[src/hw/dbu_defines.svh]
// Constants of the debug command and breakpoint unit.
`ifndef DBU_DEFINES_SVH
`define DBU_DEFINES_SVH

`define DBU_CMD_REV 8'h00
`define DBU_CMD_STAT 8'h02
`define DBU_CMD_CNT 8'h03
`define DBU_CMD_WCTL 8'h04
`define DBU_CMD_RCTL 8'h05
`define DBU_CMD_WPC 8'h06
`define DBU_CMD_RPC 8'h07
`define DBU_CMD_WREG 8'h08
`define DBU_CMD_RREG 8'h09
`define DBU_CMD_WPM 8'h0A
`define DBU_CMD_RPM 8'h0B
`define DBU_CMD_WDM 8'h0C
`define DBU_CMD_RDM 8'h0D
`define DBU_CMD_CRC 8'h0E
`define DBU_CMD_STEP 8'h10
`define DBU_CMD_STUFF 8'h11
`define DBU_CMD_EXEC 8'h12

`define DBU_CTL_HALT 7
`define DBU_CTL_BKEN 6
`define DBU_CTL_RST 0
`define DBU_CTL_RESET 8'h00
`define DBU_STAT_HALT 7
`define DBU_STAT_PROT 6

`define DBU_REG_CTL 2'h0
`define DBU_REG_STAT 2'h1
`define DBU_REG_CNTL 2'h2
`define DBU_REG_CNTH 2'h3

`define DBU_CNT_MAX 16'hFFFF
`define DBU_FILL 16'hFFFF
`define DBU_BREAK_BITS 6'd40
`define DBU_MIN_BIT 10'h002
`define DBU_STOP_IDX 6'd9

`endif

[src/hw/dbu_pkg.sv]
// Types of the debug command and breakpoint unit.
`default_nettype none
package dbu_pkg;
	typedef enum logic [2:0] {
		DBU_L_UNLK = 3'h0,
		DBU_L_MEAS = 3'h1,
		DBU_L_IDLE = 3'h2,
		DBU_L_RX = 3'h3,
		DBU_L_TX = 3'h4,
		DBU_L_BREAK = 3'h5,
		DBU_L_WHI = 3'h6
	} dbu_link_type;

	typedef enum logic [1:0] {
		DBU_P_CMD = 2'h0,
		DBU_P_HDR = 2'h1,
		DBU_P_WDAT = 2'h2,
		DBU_P_REPLY = 2'h3
	} dbu_phase_type;

	typedef enum logic [2:0] {
		DBU_K_NONE = 3'h0,
		DBU_K_REP1 = 3'h1,
		DBU_K_REP2 = 3'h2,
		DBU_K_WR8 = 3'h3,
		DBU_K_RD8 = 3'h4,
		DBU_K_WR16 = 3'h5,
		DBU_K_RD16 = 3'h6
	} dbu_kind_type;

	typedef struct packed {
		logic rsv;
		logic [2:0] hdr;
		dbu_kind_type kind;
		logic norm;
		logic blk;
	} dbu_info_type;
endpackage : dbu_pkg
`default_nettype wire

[src/hw/dbu_debug_unit.sv]
// Debug unit: breakpoints, cycle counter and one-wire command decoder.
`include "dbu_defines.svh"
`default_nettype none
module dbu_debug_unit #(
	parameter logic [15:0] REVISION = 16'h0100 // Arbitrary value.
) (
	input wire logic clk_sys_i,
	input wire logic reset_n_i,
	input wire logic debug_pin_i,
	output logic debug_pin_o,
	output logic debug_pin_oe_o,
	input wire logic bkpt_decode_i,
	input wire logic read_protect_option_i,
	input wire logic [15:0] pc_i,
	output logic cpu_halt_o,
	output logic sys_reset_o,
	output logic pc_load_o,
	output logic [15:0] pc_value_o,
	input wire logic [1:0] reg_addr_i,
	input wire logic [7:0] reg_wdata_i,
	input wire logic reg_wr_i,
	input wire logic reg_rd_i,
	output logic [7:0] reg_rdata_o
);
	// ----------------------------------------------------------------
	// Decode functions
	// ----------------------------------------------------------------
	function automatic dbu_pkg::dbu_info_type cmd_info(input logic [7:0] c);
		dbu_pkg::dbu_info_type i;
		i = '{rsv: 1'b0, hdr: 3'h0, kind: dbu_pkg::DBU_K_NONE, norm: 1'b0, blk: 1'b0};
		case (c)
			`DBU_CMD_REV: begin
				i.kind = dbu_pkg::DBU_K_REP2;
				i.norm = 1'b1;
			end
			`DBU_CMD_STAT: begin
				i.kind = dbu_pkg::DBU_K_REP1;
				i.norm = 1'b1;
			end
			`DBU_CMD_CNT: i.kind = dbu_pkg::DBU_K_REP2;
			`DBU_CMD_WCTL: begin
				i.hdr = 3'h1;
				i.norm = 1'b1;
			end
			`DBU_CMD_RCTL: begin
				i.kind = dbu_pkg::DBU_K_REP1;
				i.norm = 1'b1;
			end
			`DBU_CMD_WPC: begin
				i.hdr = 3'h2;
				i.blk = 1'b1;
			end
			`DBU_CMD_RPC: begin
				i.kind = dbu_pkg::DBU_K_REP2;
				i.blk = 1'b1;
			end
			`DBU_CMD_WREG: begin
				i.hdr = 3'h3;
				// No register file sits behind the unit, so the data is only consumed.
				i.kind = dbu_pkg::DBU_K_WR8;
			end
			`DBU_CMD_RREG: begin
				i.hdr = 3'h3;
				i.kind = dbu_pkg::DBU_K_RD8;
				i.blk = 1'b1;
			end
			`DBU_CMD_WPM, `DBU_CMD_WDM: begin
				i.hdr = 3'h4;
				i.kind = dbu_pkg::DBU_K_WR16;
				i.blk = 1'b1;
			end
			`DBU_CMD_RPM: begin
				i.hdr = 3'h4;
				i.kind = dbu_pkg::DBU_K_RD16;
				i.blk = 1'b1;
			end
			`DBU_CMD_RDM: begin
				i.hdr = 3'h4;
				i.kind = dbu_pkg::DBU_K_RD16;
			end
			`DBU_CMD_CRC: i.kind = dbu_pkg::DBU_K_REP2;
			`DBU_CMD_STEP: i.blk = 1'b1;
			`DBU_CMD_STUFF, `DBU_CMD_EXEC: begin
				i.hdr = 3'h1;
				i.blk = 1'b1;
			end
			default: i.rsv = 1'b1;
		endcase
		cmd_info = i;
	endfunction : cmd_info

	// Under protection the halt bit can only be set, never cleared.
	function automatic logic [7:0] ctl_wr(input logic [7:0] o, input logic [7:0] d,
		input logic p);
		ctl_wr = {d[7] | (p & o[7]), d[6:5], 4'h0, d[0]};
	endfunction : ctl_wr

	// ----------------------------------------------------------------
	// State
	// ----------------------------------------------------------------
	dbu_pkg::dbu_link_type lst_r, lst_nxt;
	dbu_pkg::dbu_phase_type ph_r, ph_nxt;
	dbu_pkg::dbu_info_type inf;
	logic [12:0] tmr_r, tmr_nxt;
	logic [9:0] bit_r, bit_nxt;
	logic [5:0] bc_r, bc_nxt;
	logic [9:0] sh_r, sh_nxt;
	logic [13:0] low_r, low_nxt;
	logic oe_r, oe_nxt;
	logic [7:0] cmd_r, cmd_nxt;
	logic [31:0] hb_r, hb_nxt;
	logic [16:0] cnt_r, cnt_nxt;
	logic [15:0] rep_r, rep_nxt;
	logic [7:0] ctl_r, ctl_nxt;
	logic [15:0] run_r, run_nxt;
	logic halt_q_r, halt_q_nxt;
	logic pcl_r, pcl_nxt;
	logic [15:0] pcv_r, pcv_nxt;
	logic [7:0] rd_r, rd_nxt;
	logic rx_done;
	logic hdr_end;
	logic ok;
	logic [7:0] rxb;
	logic [7:0] cur;
	logic [31:0] hx;
	logic [15:0] val;
	logic [13:0] break_len;
	logic [7:0] stat;

	assign stat = {ctl_r[7], read_protect_option_i, 6'h00};
	assign rxb = sh_r[9:2];
	// A 00H byte is itself nine bit times low, so only ten bit times mark a break here.
	// Shorter breaks still end in a low stop sample and are caught as framing errors.
	assign break_len = {1'b0, bit_r, 3'h0} + {3'h0, bit_r, 1'b0} + 14'h000A;

	// ----------------------------------------------------------------
	// Next state
	// ----------------------------------------------------------------
	always_comb begin
		lst_nxt = lst_r;
		ph_nxt = ph_r;
		tmr_nxt = tmr_r;
		bit_nxt = bit_r;
		bc_nxt = bc_r;
		sh_nxt = sh_r;
		oe_nxt = oe_r;
		cmd_nxt = cmd_r;
		hb_nxt = hb_r;
		cnt_nxt = cnt_r;
		rep_nxt = rep_r;
		ctl_nxt = ctl_r;
		run_nxt = run_r;
		pcl_nxt = 1'b0;
		pcv_nxt = pcv_r;
		rd_nxt = 8'h00;
		rx_done = 1'b0;
		hdr_end = 1'b0;
		halt_q_nxt = ctl_r[7];
		low_nxt = (debug_pin_i || oe_r) ? 14'h0000 : low_r + {13'h0000, ~&low_r};
		if (ctl_r[`DBU_CTL_RST]) begin
			ctl_nxt[`DBU_CTL_RST] = 1'b0;
		end
		// Serial link, frames of start, eight data bits LSB first, stop.
		unique case (lst_r)
			dbu_pkg::DBU_L_UNLK: begin
				if (!debug_pin_i) begin
					lst_nxt = dbu_pkg::DBU_L_MEAS;
					tmr_nxt = 13'h0000;
				end
			end
			dbu_pkg::DBU_L_MEAS: begin
				if (debug_pin_i) begin
					bit_nxt = tmr_r[12:3];
					lst_nxt = (tmr_r[12:3] >= `DBU_MIN_BIT) ? dbu_pkg::DBU_L_IDLE :
						dbu_pkg::DBU_L_UNLK;
				end else begin
					tmr_nxt = tmr_r + {12'h000, ~&tmr_r};
				end
			end
			dbu_pkg::DBU_L_IDLE: begin
				if (!debug_pin_i) begin
					lst_nxt = dbu_pkg::DBU_L_RX;
					tmr_nxt = {4'h0, bit_r[9:1]};
					bc_nxt = 6'h00;
				end else if (ph_r == dbu_pkg::DBU_P_REPLY && cnt_r != 17'h00000) begin
					lst_nxt = dbu_pkg::DBU_L_TX;
					sh_nxt = {1'b1, rep_r[15:8], 1'b0};
					rep_nxt = {rep_r[7:0], 8'hFF};
					cnt_nxt = cnt_r - 17'h00001;
					tmr_nxt = {3'h0, bit_r};
					bc_nxt = 6'h00;
					oe_nxt = 1'b1;
				end
			end
			dbu_pkg::DBU_L_RX: begin
				if (tmr_r == 13'h0000) begin
					tmr_nxt = {3'h0, bit_r};
					bc_nxt = bc_r + 6'h01;
					sh_nxt = {debug_pin_i, sh_r[9:1]};
					if (bc_r == 6'h00 && debug_pin_i) begin
						lst_nxt = dbu_pkg::DBU_L_IDLE;
					end else if (bc_r == `DBU_STOP_IDX) begin
						lst_nxt = dbu_pkg::DBU_L_IDLE;
						rx_done = debug_pin_i;
					end
				end else begin
					tmr_nxt = tmr_r - 13'h0001;
				end
			end
			dbu_pkg::DBU_L_TX: begin
				if (tmr_r == 13'h0000) begin
					tmr_nxt = {3'h0, bit_r};
					bc_nxt = bc_r + 6'h01;
					sh_nxt = {1'b1, sh_r[9:1]};
					oe_nxt = ~sh_r[1];
					if (bc_r == `DBU_STOP_IDX) begin
						lst_nxt = dbu_pkg::DBU_L_IDLE;
						oe_nxt = 1'b0;
						if (cnt_r == 17'h00000) begin
							ph_nxt = dbu_pkg::DBU_P_CMD;
						end
					end
				end else begin
					tmr_nxt = tmr_r - 13'h0001;
				end
			end
			dbu_pkg::DBU_L_BREAK: begin
				if (tmr_r == 13'h0000) begin
					tmr_nxt = {3'h0, bit_r};
					bc_nxt = bc_r + 6'h01;
					if (bc_r == `DBU_BREAK_BITS - 6'h01) begin
						lst_nxt = dbu_pkg::DBU_L_WHI;
						oe_nxt = 1'b0;
					end
				end else begin
					tmr_nxt = tmr_r - 13'h0001;
				end
			end
			dbu_pkg::DBU_L_WHI: begin
				// The baud detector restarts only once the host lets the line go.
				if (debug_pin_i) begin
					lst_nxt = dbu_pkg::DBU_L_UNLK;
				end
			end
			default: lst_nxt = dbu_pkg::DBU_L_UNLK;
		endcase
		// Command decoder.
		cur = (ph_r == dbu_pkg::DBU_P_CMD) ? rxb : cmd_r;
		inf = cmd_info(cur);
		hx = {hb_r[23:0], rxb};
		if (rx_done) begin
			unique case (ph_r)
				dbu_pkg::DBU_P_CMD: begin
					cmd_nxt = rxb;
					if (!inf.rsv) begin
						if (inf.hdr == 3'h0) begin
							hdr_end = 1'b1;
						end else begin
							ph_nxt = dbu_pkg::DBU_P_HDR;
							cnt_nxt = {14'h0000, inf.hdr};
						end
					end
				end
				dbu_pkg::DBU_P_HDR: begin
					hb_nxt = hx;
					cnt_nxt = cnt_r - 17'h00001;
					hdr_end = (cnt_r == 17'h00001);
				end
				dbu_pkg::DBU_P_WDAT: begin
					cnt_nxt = cnt_r - 17'h00001;
					if (cnt_r == 17'h00001) begin
						ph_nxt = dbu_pkg::DBU_P_CMD;
					end
				end
				dbu_pkg::DBU_P_REPLY: begin
				end
			endcase
		end
		ok = ctl_r[7] ? !(read_protect_option_i && inf.blk) : inf.norm;
		case (cur)
			`DBU_CMD_REV: val = REVISION;
			`DBU_CMD_STAT: val = {stat, 8'hFF};
			`DBU_CMD_CNT: val = run_r;
			`DBU_CMD_RCTL: val = {ctl_r, 8'hFF};
			`DBU_CMD_RPC: val = pc_i;
			default: val = `DBU_FILL;
		endcase
		if (hdr_end) begin
			ph_nxt = dbu_pkg::DBU_P_CMD;
			rep_nxt = ok ? val : `DBU_FILL;
			if (ok && cur == `DBU_CMD_WCTL) begin
				ctl_nxt = ctl_wr(ctl_r, hx[7:0], read_protect_option_i);
			end
			if (ok && cur == `DBU_CMD_WPC) begin
				pcl_nxt = 1'b1;
				pcv_nxt = hx[15:0];
			end
			if (ok && cur >= `DBU_CMD_WREG) begin
				run_nxt = 16'h0000;
			end
			unique case (inf.kind)
				dbu_pkg::DBU_K_REP1, dbu_pkg::DBU_K_REP2: begin
					ph_nxt = dbu_pkg::DBU_P_REPLY;
					cnt_nxt = (inf.kind == dbu_pkg::DBU_K_REP2) ? 17'h00002 : 17'h00001;
				end
				dbu_pkg::DBU_K_WR8, dbu_pkg::DBU_K_RD8: begin
					ph_nxt = (inf.kind == dbu_pkg::DBU_K_WR8) ? dbu_pkg::DBU_P_WDAT :
						dbu_pkg::DBU_P_REPLY;
					cnt_nxt = (hx[7:0] == 8'h00) ? 17'h00100 : {9'h000, hx[7:0]};
				end
				dbu_pkg::DBU_K_WR16, dbu_pkg::DBU_K_RD16: begin
					ph_nxt = (inf.kind == dbu_pkg::DBU_K_WR16) ? dbu_pkg::DBU_P_WDAT :
						dbu_pkg::DBU_P_REPLY;
					cnt_nxt = (hx[15:0] == 16'h0000) ? 17'h10000 : {1'b0, hx[15:0]};
				end
				dbu_pkg::DBU_K_NONE: begin
				end
			endcase
		end
		// Break from host, framing error or collision abandons the command.
		if (((lst_r == dbu_pkg::DBU_L_IDLE || lst_r == dbu_pkg::DBU_L_RX ||
			lst_r == dbu_pkg::DBU_L_TX) && low_r >= break_len) ||
			(lst_r == dbu_pkg::DBU_L_RX && tmr_r == 13'h0000 && bc_r == `DBU_STOP_IDX &&
			!debug_pin_i) ||
			(lst_r == dbu_pkg::DBU_L_TX && !oe_r && !debug_pin_i &&
			tmr_r == {4'h0, bit_r[9:1]})) begin
			lst_nxt = dbu_pkg::DBU_L_BREAK;
			ph_nxt = dbu_pkg::DBU_P_CMD;
			oe_nxt = 1'b1;
			bc_nxt = 6'h00;
			tmr_nxt = {3'h0, bit_r};
		end
		// Software register port.
		if (reg_wr_i && reg_addr_i == `DBU_REG_CTL) begin
			ctl_nxt = ctl_wr(ctl_r, reg_wdata_i, read_protect_option_i);
		end
		if (reg_rd_i) begin
			case (reg_addr_i)
				`DBU_REG_CTL: rd_nxt = ctl_r;
				`DBU_REG_STAT: rd_nxt = stat;
				`DBU_REG_CNTL: rd_nxt = run_r[7:0];
				`DBU_REG_CNTH: rd_nxt = run_r[15:8];
				default: rd_nxt = 8'h00;
			endcase
		end
		// A breakpoint beats a simultaneous write clearing the halt bit.
		if (bkpt_decode_i && ctl_r[`DBU_CTL_BKEN]) begin
			ctl_nxt[`DBU_CTL_HALT] = 1'b1;
		end
		// Cycle counter restarts from zero on leaving debug mode.
		if (!ctl_r[7]) begin
			if (halt_q_r) begin
				run_nxt = 16'h0000;
			end else if (run_r != `DBU_CNT_MAX) begin
				run_nxt = run_r + 16'h0001;
			end
		end
	end

	// ----------------------------------------------------------------
	// Registers
	// ----------------------------------------------------------------
	always_ff @(posedge clk_sys_i) begin
		if (!reset_n_i) begin
			lst_r <= dbu_pkg::DBU_L_UNLK;
			ph_r <= dbu_pkg::DBU_P_CMD;
			tmr_r <= 13'h0000;
			bit_r <= 10'h000;
			bc_r <= 6'h00;
			sh_r <= 10'h3FF;
			low_r <= 14'h0000;
			oe_r <= 1'b0;
			cmd_r <= 8'h00;
			hb_r <= 32'h00000000;
			cnt_r <= 17'h00000;
			rep_r <= 16'h0000;
			ctl_r <= `DBU_CTL_RESET;
			run_r <= 16'h0000;
			halt_q_r <= 1'b0;
			pcl_r <= 1'b0;
			pcv_r <= 16'h0000;
			rd_r <= 8'h00;
		end else begin
			lst_r <= lst_nxt;
			ph_r <= ph_nxt;
			tmr_r <= tmr_nxt;
			bit_r <= bit_nxt;
			bc_r <= bc_nxt;
			sh_r <= sh_nxt;
			low_r <= low_nxt;
			oe_r <= oe_nxt;
			cmd_r <= cmd_nxt;
			hb_r <= hb_nxt;
			cnt_r <= cnt_nxt;
			rep_r <= rep_nxt;
			ctl_r <= ctl_nxt;
			run_r <= run_nxt;
			halt_q_r <= halt_q_nxt;
			pcl_r <= pcl_nxt;
			pcv_r <= pcv_nxt;
			rd_r <= rd_nxt;
		end
	end

	// Open-drain pin: only ever pulled low.
	assign debug_pin_o = 1'b0;
	assign debug_pin_oe_o = oe_r;
	assign cpu_halt_o = ctl_r[`DBU_CTL_HALT];
	assign sys_reset_o = ctl_r[`DBU_CTL_RST];
	assign pc_load_o = pcl_r;
	assign pc_value_o = pcv_r;
	assign reg_rdata_o = rd_r;
endmodule : dbu_debug_unit
`default_nettype wire

[config.mk]
export PLATFORM = sky130hd
export DESIGN_NAME = dbu_debug_unit
export DESIGN_NICKNAME = d
export VERILOG_FILES = /design/src/hw/dbu_pkg.sv /design/src/hw/dbu_debug_unit.sv
export VERILOG_INCLUDE_DIRS = /design/src /design/src/hw
export SDC_FILE = /design/constraint.sdc
export NUM_CORES = 1
export LEC_CHECK = 0
export BUFFER_PORTS_ARGS = -buffer_cell sky130_fd_sc_hd__buf_2
export CORE_MARGIN = 5
export CORE_UTILIZATION = 50
export CTS_CLUSTER_SIZE = 16
export DETAILED_ROUTE_END_ITERATION = 8
export PLACE_DENSITY_LB_ADDON = 0.25
export SLEW_MARGIN = 10
export SYNTH_ARGS = -nofsm -noshare
export SYNTH_HDL_FRONTEND = slang
export SYNTH_SLANG_ARGS = --single-unit
[constraint.sdc]
create_clock -name clk_sys_i -period 6.03 [get_ports clk_sys_i]
set_clock_uncertainty 0.2 [all_clocks]
set_input_delay 0.3015 -clock clk_sys_i [delete_from_list [all_inputs] [get_ports clk_sys_i]]
set_output_delay 0.3015 -clock clk_sys_i [all_outputs]
set_load 0.02 [all_outputs]
==> results of run 1 <==
==> cell type report <==
cell class                 count  area, µm²
sequential                   153       3060
clock inverter                13        149
inverter                      37        139
clock buffer                  19        443
multi-input combinational    997       6380
timing repair buffer          89        556
tap                          265        332
fill                        1828       8460
==> critical path: stages, from the launching register on <==
cell and delay (ns):
dfxtp_1 0.50, ha_1 0.30, ha_1 0.34, a21o_1 0.20
a21oi_1 0.21, o21ai_0 0.12, a21oi_1 0.27, o21ai_0 0.20
a311oi_1 0.34, ha_1 0.30, a21o_1 0.16, a21oi_1 0.15
o211ai_1 0.17, a21oi_1 0.56, and2_1 0.63, a311oi_1 0.17
==> flip-flops by register name, indices dropped and copies added (netlist names), 2 cells and up <==
name,count
cnt_r,17
pc_value_o,16
rep_r,16
run_r,16
low_r,14
tmr_r,13
bit_r,10
sh_r,9
cmd_r,8
hb_r,8
reg_rdata_o,8
bc_r,6
ctl_r,4
lst_r,3
ph_r,2
==> metrics by stage <==
step                std cells  instance area [µm²]  total power, mW
floorplan                1269                 9930             1.12
global route             1573                11100             2.31
detailed placement       1530                10400             1.16
global placement         1530                10400             1.16
finish                   1573                11100             2.23
CTS                      1573                11100             2.24
==> cell usage in the layout, fill, tap and decap left out, drive strengths merged, types with 7 or more instances in the layout <==
cell type / synthesis / routed
nor2: 102 / 102
or3: 16 / 16
nor3: 34 / 34
or4: 9 / 9
nand4: 25 / 25
nor2b: 9 / 9
a211oi: 24 / 24
mux2i: 51 / 51
o211ai: 9 / 9
a2111oi: 10 / 10
xnor2: 15 / 15
a31oi: 21 / 21
a21oi: 104 / 104
nand2: 164 / 164
and2: 10 / 10
o21ai: 59 / 59
nor3b: 9 / 9
clkbuf: 65 / 19
xor2: 34 / 34
mux2: 13 / 13
a311oi: 10 / 10
a22o: 13 / 13
and3: 14 / 14
nand2b: 7 / 7
a22oi: 16 / 16
nand3: 43 / 43
buf: 17 / 78
inv: 37 / 46
dfxtp: 153 / 153
nor4: 24 / 24
ha: 48 / 48
dlygate4sd3: 0 / 11
o22ai: 7 / 7
o32ai: 15 / 15
==> how the worst max path moves through the flow <==
stage | from | to | slack, ns | cells past startpoint
after CTS | bit_r[3] | tmr_r[6] | 1.15 | 15
final | bit_r[3] | tmr_r[6] | 1.03 | 15
after detailed placement | bit_r[3] | tmr_r[5] | 1.20 | 15
after global placement | bit_r[3] | tmr_r[5] | 1.33 | 15
after global routing | bit_r[3] | tmr_r[5] | 0.72 | 15
after floorplan | bit_r[3] | tmr_r[2] | 2.12 | 16
==> timing repair <==
action / 4_1_cts / 5_1_grt
setup buffers: 0 / 0
hold buffers: 11 / 0
hold endpoints to repair: 12 / 0
==> cells by family (layout without fill, tap and decap cells) <==
logic type                 Yosys count  after routing  synth area share, %
muxes                               65             65                 6.84
xor gates and xnor gates            49             49                 4.32
DFF                                153            153                 30.8
other                                1              1               0.0377
AOI/OAI and AO/OA                  343            343                 22.7
and+or+nand+nor                    491            491                 24.3
adders and majority gates           48             48                 6.05
buffers and inverters              119            158                 4.92
==> power groups by stage <==
stage                     clock network [mW]  logic [mW]  registers [mW]
after CTS                               1.10       0.118            1.03
after global placement                     0       0.111            1.05
final                                   1.08       0.119            1.03
after detailed placement                   0       0.112            1.05
after floorplan                            0      0.0784            1.05
after global routing                    1.15       0.131            1.03
==> routing by layer <==
metal,wire length [µm],vias to the layer above,share of wire [%]
met1,12600,4646,45
met2,13000,358,46
met5,0,-,0
met4,689,0,2.5
li1,-,4749,-
met3,1800,51,6.4
==> run summary, run 1 <==
Status = finished clean
Fin crit period = 5.00 ns
Syn avg cell area = 7.83 µm²
Area leader, netlist = dfxtp_1
Slew margin rel. = 26.8%
Post_cts resized = 0
Crit. End Element = register
Global routing usage on met1 = 34.2%
Top FF cell, synth = dfxtp_1
Pre-antenna DRT Iters = 5
CTS tree = built
Worst-path clk slew = 0.07 ns
Die Ht = 151 µm
Crit path required time = 6.10 ns
Core Box Area = 0.0195 mm²
Layout cells sized above 1 = 10.5%
Reg-to-Reg End = tmr_r[6]
Drt drc = 0
Yosys top cell area share = 30.8%
Sequential power share = 46.1%
Post-synthesis net count = 1350
Drt total wl = 28.1 mm
Warnings, synthesis = 0
Flop-to-flop setup slack = 1.03 ns
Post-synthesis cell type count = 76
Final Hold Slack = 0.0169 ns
Commonest cells in the netlist = nand2_1, dfxtp_1, a21oi_1
Maximum vdd drop = 0.173 mV
Synthesized instance count = 1269
Initial Util = 50.9%
Hold endpoint = ctl_r[0]
Area contributors post-synth = dfxtp_1, nand2_1, ha_1
Wire length per cell = 17.9 µm
Chip Width = 151 µm
EDFF count, synth = 0
Dpl ws = 1.20 ns
Top Usage Layer GRT = met2
Cell-internal power = 1.66 mW
Fin util = 56.7%
Largest net degree at the start of global routing = 73
Row cnt = 51
Antenna Nets Post-Route = 0
Worst skew pair latency = 0.44 ns
Achievable Freq = 200 MHz
Asr flop ratio synth = 0%
Fin nets = 1376
Setup ws final = 1.03 ns
Cell count of the worst reg-to-reg path = 15
# IOs = 62
Slew Limit Fails = 0
Worst min path class = input pin to register
Worst Hold Depth = 3
Synthesized flop and latch total = 153
Clock share of power = 48.6%
H-tree levels = 4
TritonCTS Buffers = 17
Setup total negative slack = 0 ns
Reg-to-Reg Start = bit_r[3]
Area delta synth->final = 11.4%
Die area = 0.0228 mm²
Critical path peak fanout = 13
Reported leakage power = 4.30 nW
Vias = 9804
Maxcap violations = 0
Vias per inst = 6.23
Overflow left after global routing = 0
GRT met2 Usage = 40.3%
Routability cong. = 0.934
PortBufs = 56
GR Util met3 = 4.31%
Post-Syn Area = 0.00993 mm²
Pwr/cell area = 201 mW/mm²
Logic gate share of total power = 5.3%
First-pass GRT wire length = 46.8 mm
Sw Share = 25.6%
Post-detail-place hpwl = 19.4 mm
Fin crit share = 83.0%
Antenna cell count = 0
Clk root buf = clkbuf_16
GRT Total Usage = 25.1%
Most common cell in the netlist = nand2_1
Worst Path Arrival = 5.07 ns
Final hold vios = 0
Min-delay src = reg_wdata_i[0]
Sw Pwr = 570 µW
RSZ-0062 raised after global routing = no
Clock Tree Buf Depth = 2
CP startpoint kind = register
# clock sinks = 153
Critical path class = register to register
Seq/Total Area, Yosys = 30.8%
Initial drt markers = 904
Worst-Margin Slew = 1.10 ns
Vias in the first global route = 9251
# setup viols final = 0
Initial antenna violation count = 0
No activity file was read; power rests on OpenSTA's default activity.
==> run 2: changes to the inputs <==
- ABC_AREA: default -> 1
- clock period: 6.03 -> 4.4 ns (I/O delays scaled with it)
==> run 2 against run 1 <==
Effect of this change:
- design area up 6.4%
- clock-buffer cell count grew 1
- routed wire length is 7.0% higher
- synthesized cell count rose by 26%
- power rose by 75%
- die area rose by 4.9%
- non-clock buffer count shrank 4
- largest power group unchanged
- highest routed layer unchanged
==> run summary, run 2 <==
Drt drc = 0 (unchanged)
Sequential power share = 38.3% (was 46.1%)
# setup viols final = 0 (unchanged)
Seq/Total Area, Yosys = 29.3% (was 30.8%)
Crit path required time = 4.56 ns (was 6.10 ns)
Vias = 10800 (was 9804)
PortBufs = 56 (unchanged)
Fin crit share = 94.4% (was 83.0%)
First-pass GRT wire length = 49.1 mm (was 46.8 mm)
Pwr/cell area = 332 mW/mm² (was 201 mW/mm²)
Die area = 0.0239 mm² (was 0.0228 mm²)
Critical path class = register to register (unchanged)
Overflow left after global routing = 0 (unchanged)
Worst-Margin Slew = 1.11 ns (was 1.10 ns)
Row cnt = 52 (was 51)
Sw Pwr = 1.26 mW (was 570 µW)
Initial drt markers = 964 (was 904)
Largest delay share family, worst path = compound AO/OA/AOI/OAI gates (unchanged)
Setup total negative slack = 0 ns (unchanged)
Setup ws final = 0.247 ns (was 1.03 ns)
Final hold vios = 0 (unchanged)
Most common cell in the netlist = nand2_1 (unchanged)
Antenna Nets Post-Route = 0 (unchanged)
Post-synthesis net count = 1677 (was 1350)
Logic gate share of total power = 21.7% (was 5.3%)
Maxcap violations = 0 (unchanged)
Cell-internal power = 2.64 mW (was 1.66 mW)
Reported leakage power = 5.45 nW (was 4.30 nW)
Wire length per cell = 15.5 µm (was 17.9 µm)
Chip Width = 155 µm (was 151 µm)
Vias in the first global route = 9971 (was 9251)
Fin nets = 1740 (was 1376)
Syn avg cell area = 6.55 µm² (was 7.83 µm²)
Layout cells sized above 1 = 12.7% (was 10.5%)
Crit. End Element = register (unchanged)
Status = finished clean (unchanged)
Fin util = 57.6% (was 56.7%)
Post-detail-place hpwl = 21.8 mm (was 19.4 mm)
TritonCTS Buffers = 17 (unchanged)
Critical path peak fanout = 7 (was 13)
Top FF cell, synth = dfxtp_1 (unchanged)
Commonest non-fill, non-tap cell in the layout = nand2_1 (unchanged)
CP Buf/Inv Count = 5 (was 0)
Fin crit period = 4.15 ns (was 5.00 ns)
Maximum vdd drop = 0.240 mV (was 0.173 mV)
EDFF count, synth = 0 (unchanged)
Dpl ws = 0.0925 ns (was 1.20 ns)
Worst Path Arrival = 4.31 ns (was 5.07 ns)
Post-Syn Area = 0.0105 mm² (was 0.00993 mm²)
Largest register FFs = 17 (unchanged)
CTS tree = built (unchanged)
Sw Share = 32.3% (was 25.6%)
Core Box Area = 0.0204 mm² (was 0.0195 mm²)
Warnings, synthesis = 0 (unchanged)
Largest net degree at the start of global routing = 76 (was 73)
Clk root buf = clkbuf_16 (unchanged)
Die Ht = 155 µm (was 151 µm)
Slowest-stage cell, CP = ha_1 (was and2_1)
# IOs = 62 (unchanged)
Routability cong. = 0.994 (was 0.934)
Area leader, netlist = dfxtp_1 (unchanged)
# clock sinks = 153 (unchanged)
Synthesized flop and latch total = 153 (unchanged)
Asr flop ratio synth = 0% (unchanged)
Worst min path class = input pin to register (unchanged)
Antenna cell count = 0 (unchanged)
Top reg by flops = cnt_r (unchanged)
Initial antenna violation count = 0 (unchanged)
Achievable Freq = 241 MHz (was 200 MHz)
RSZ-0062 raised after global routing = no (unchanged)
Initial Util = 51.2% (was 50.9%)
Commonest cells after routing, fill and taps aside = nand2_1, nor2_1, inv_1 (was nand2_1, dfxtp_1, a21oi_1)
Vias per inst = 5.56 (was 6.23)
Post-synthesis cell type count = 52 (was 76)
Slew margin rel. = 25.7% (was 26.8%)
Clock Tree Buf Depth = 2 (unchanged)
Pre-antenna DRT Iters = 6 (was 5)
Commonest cells in the netlist = nand2_1, nor2_1, inv_1 (was nand2_1, dfxtp_1, a21oi_1)
Cell chain of the critical path = buf_4 -> ha_1 -> ha_4 -> inv_1 -> nor3_1 -> nand2_1 -> o211ai_1 -> a21oi_1 -> o21bai_1 -> buf_4 -> xor2_1 -> ha_1 -> a21oi_1 -> o21ai_0 -> a21oi_1 -> nand3_1 -> o21ai_1 -> nand2_2 -> buf_6 -> nor2_4 -> buf_4 -> nand2_1 -> a31oi_1 (was ha_1 -> ha_1 -> a21o_1 -> a21oi_1 -> o21ai_0 -> a21oi_1 -> o21ai_0 -> a311oi_1 -> ha_1 -> a21o_1 -> a21oi_1 -> o211ai_1 -> a21oi_1 -> and2_1 -> a311oi_1)
Clock share of power = 40.0% (was 48.6%)
Area delta synth->final = 12.6% (was 11.4%)
Worst skew pair latency = 0.44 ns (about the same)
Slowest stage delay, CP = 0.33 ns (was 0.63 ns)
Slew Limit Fails = 0 (unchanged)
Area contributors post-synth = dfxtp_1, nand2_1, nor2_1 (was dfxtp_1, nand2_1, ha_1)
Synthesized instance count = 1596 (was 1269)
H-tree levels = 4 (unchanged)
Yosys top cell area share = 29.3% (was 30.8%)
CP startpoint kind = register (unchanged)
Worst-path clk slew = 0.07 ns (about the same)
Drt total wl = 30.1 mm (was 28.1 mm)
GRT Total Usage = 24.7% (was 25.1%)
-- run 2: changes by cell type after synthesis, sizes merged, moves of 14 or more --
cell / previous run / this run
a211oi: 24 / 10
a31oi: 21 / 7
clkbuf: 65 / 23
inv: 37 / 192
mux2i: 51 / 0
nand2: 164 / 385
nand3: 43 / 98
nor2: 102 / 207
nor4: 24 / 7
o21ai: 59 / 124
o32ai: 15 / 0
or3: 16 / 0
-- run 2: worst register-to-register path, delay by kind of cell, from the launching register on --
kind | cells | cell delay, ns
AOI/OAI and AO/OA | 8 | 1.00
xor gates and xnor gates | 1 | 0.16
adders and majority gates | 3 | 0.88
buffers and inverters | 5 | 0.70
DFF | 1 | 0.32
and+or+nand+nor | 6 | 0.81
-- run 2: cell type report --
type / instances / area [µm²]
fill: 2021 / 8660
multi-input combinational: 1205 / 6470
sequential: 153 / 3070
inverter: 197 / 742
timing repair buffer: 85 / 537
clock buffer: 20 / 457
tap: 270 / 338
clock inverter: 11 / 159
-- run 2: layer usage --
metal | part of all wire, % | GRT usage, % | up-vias
met5 | 0 | 0 | -
met4 | 1.6 | 6.27 | 0
met3 | 6.6 | 4.11 | 51
met2 | 47 | 41.1 | 373
met1 | 45 | 33.4 | 4952
li1 | - | - | 5415
-- run 2: power by group through the flow --
| stage | sequential (mW) | clock (mW) | combinational, mW |
|---|---|---|---|
| after CTS | 1.49 | 1.58 | 0.797 |
| after floorplan | 1.51 | 0 | 0.567 |
| after detailed placement | 1.52 | 0 | 0.783 |
| after global placement | 1.52 | 0 | 0.766 |
| after global routing | 1.50 | 1.64 | 0.936 |
| final | 1.50 | 1.56 | 0.848 |
-- run 2: kinds of logic after synthesis --
kind of cell / share of synthesized area [%]
AND/OR/NAND/NOR: 34.2
flip-flops: 29.3
multiplexers: 0.862
AO/OA/AOI/OAI: 16.6
buffers and inverters: 9.31
adder cells (fa/ha/maj): 5.75
other: 0.0359
XOR/XNOR: 3.94
-- run 2: path summary, 6_finish.rpt --
path	cells past startpoint	slack, ns	startpoint	to
worst max-delay path	23	0.25	bit_r[3]	tmr_r[1]
worst min-delay path	4	0.02	reg_addr_i[1]	reg_rdata_o[7]
worst max register to register	23	0.25	bit_r[3]	tmr_r[1]
worst min register to register	2	0.27	cmd_r[1]	cmd_r[1]
-- run 2: repair_timing --
item | 4_1_cts | 5_1_grt
hold endpoints to repair | 15 | 0
buffers inserted | 0 | 3
hold buffers | 14 | 0
setup endpoints to repair | 0 | 25
resized for setup | 0 | 18
-- run 2: metrics by stage --
step                cells  total power, mW  hold WS [ns]  area, µm²
floorplan            1596             2.08         0.183      10500
CTS                  1937             3.87       0.00718      11700
global placement     1892             2.29         0.255      10900
global route         1941             4.08        0.0270      11800
detailed placement   1892             2.31         0.261      10900
finish               1941             3.91        0.0193      11800
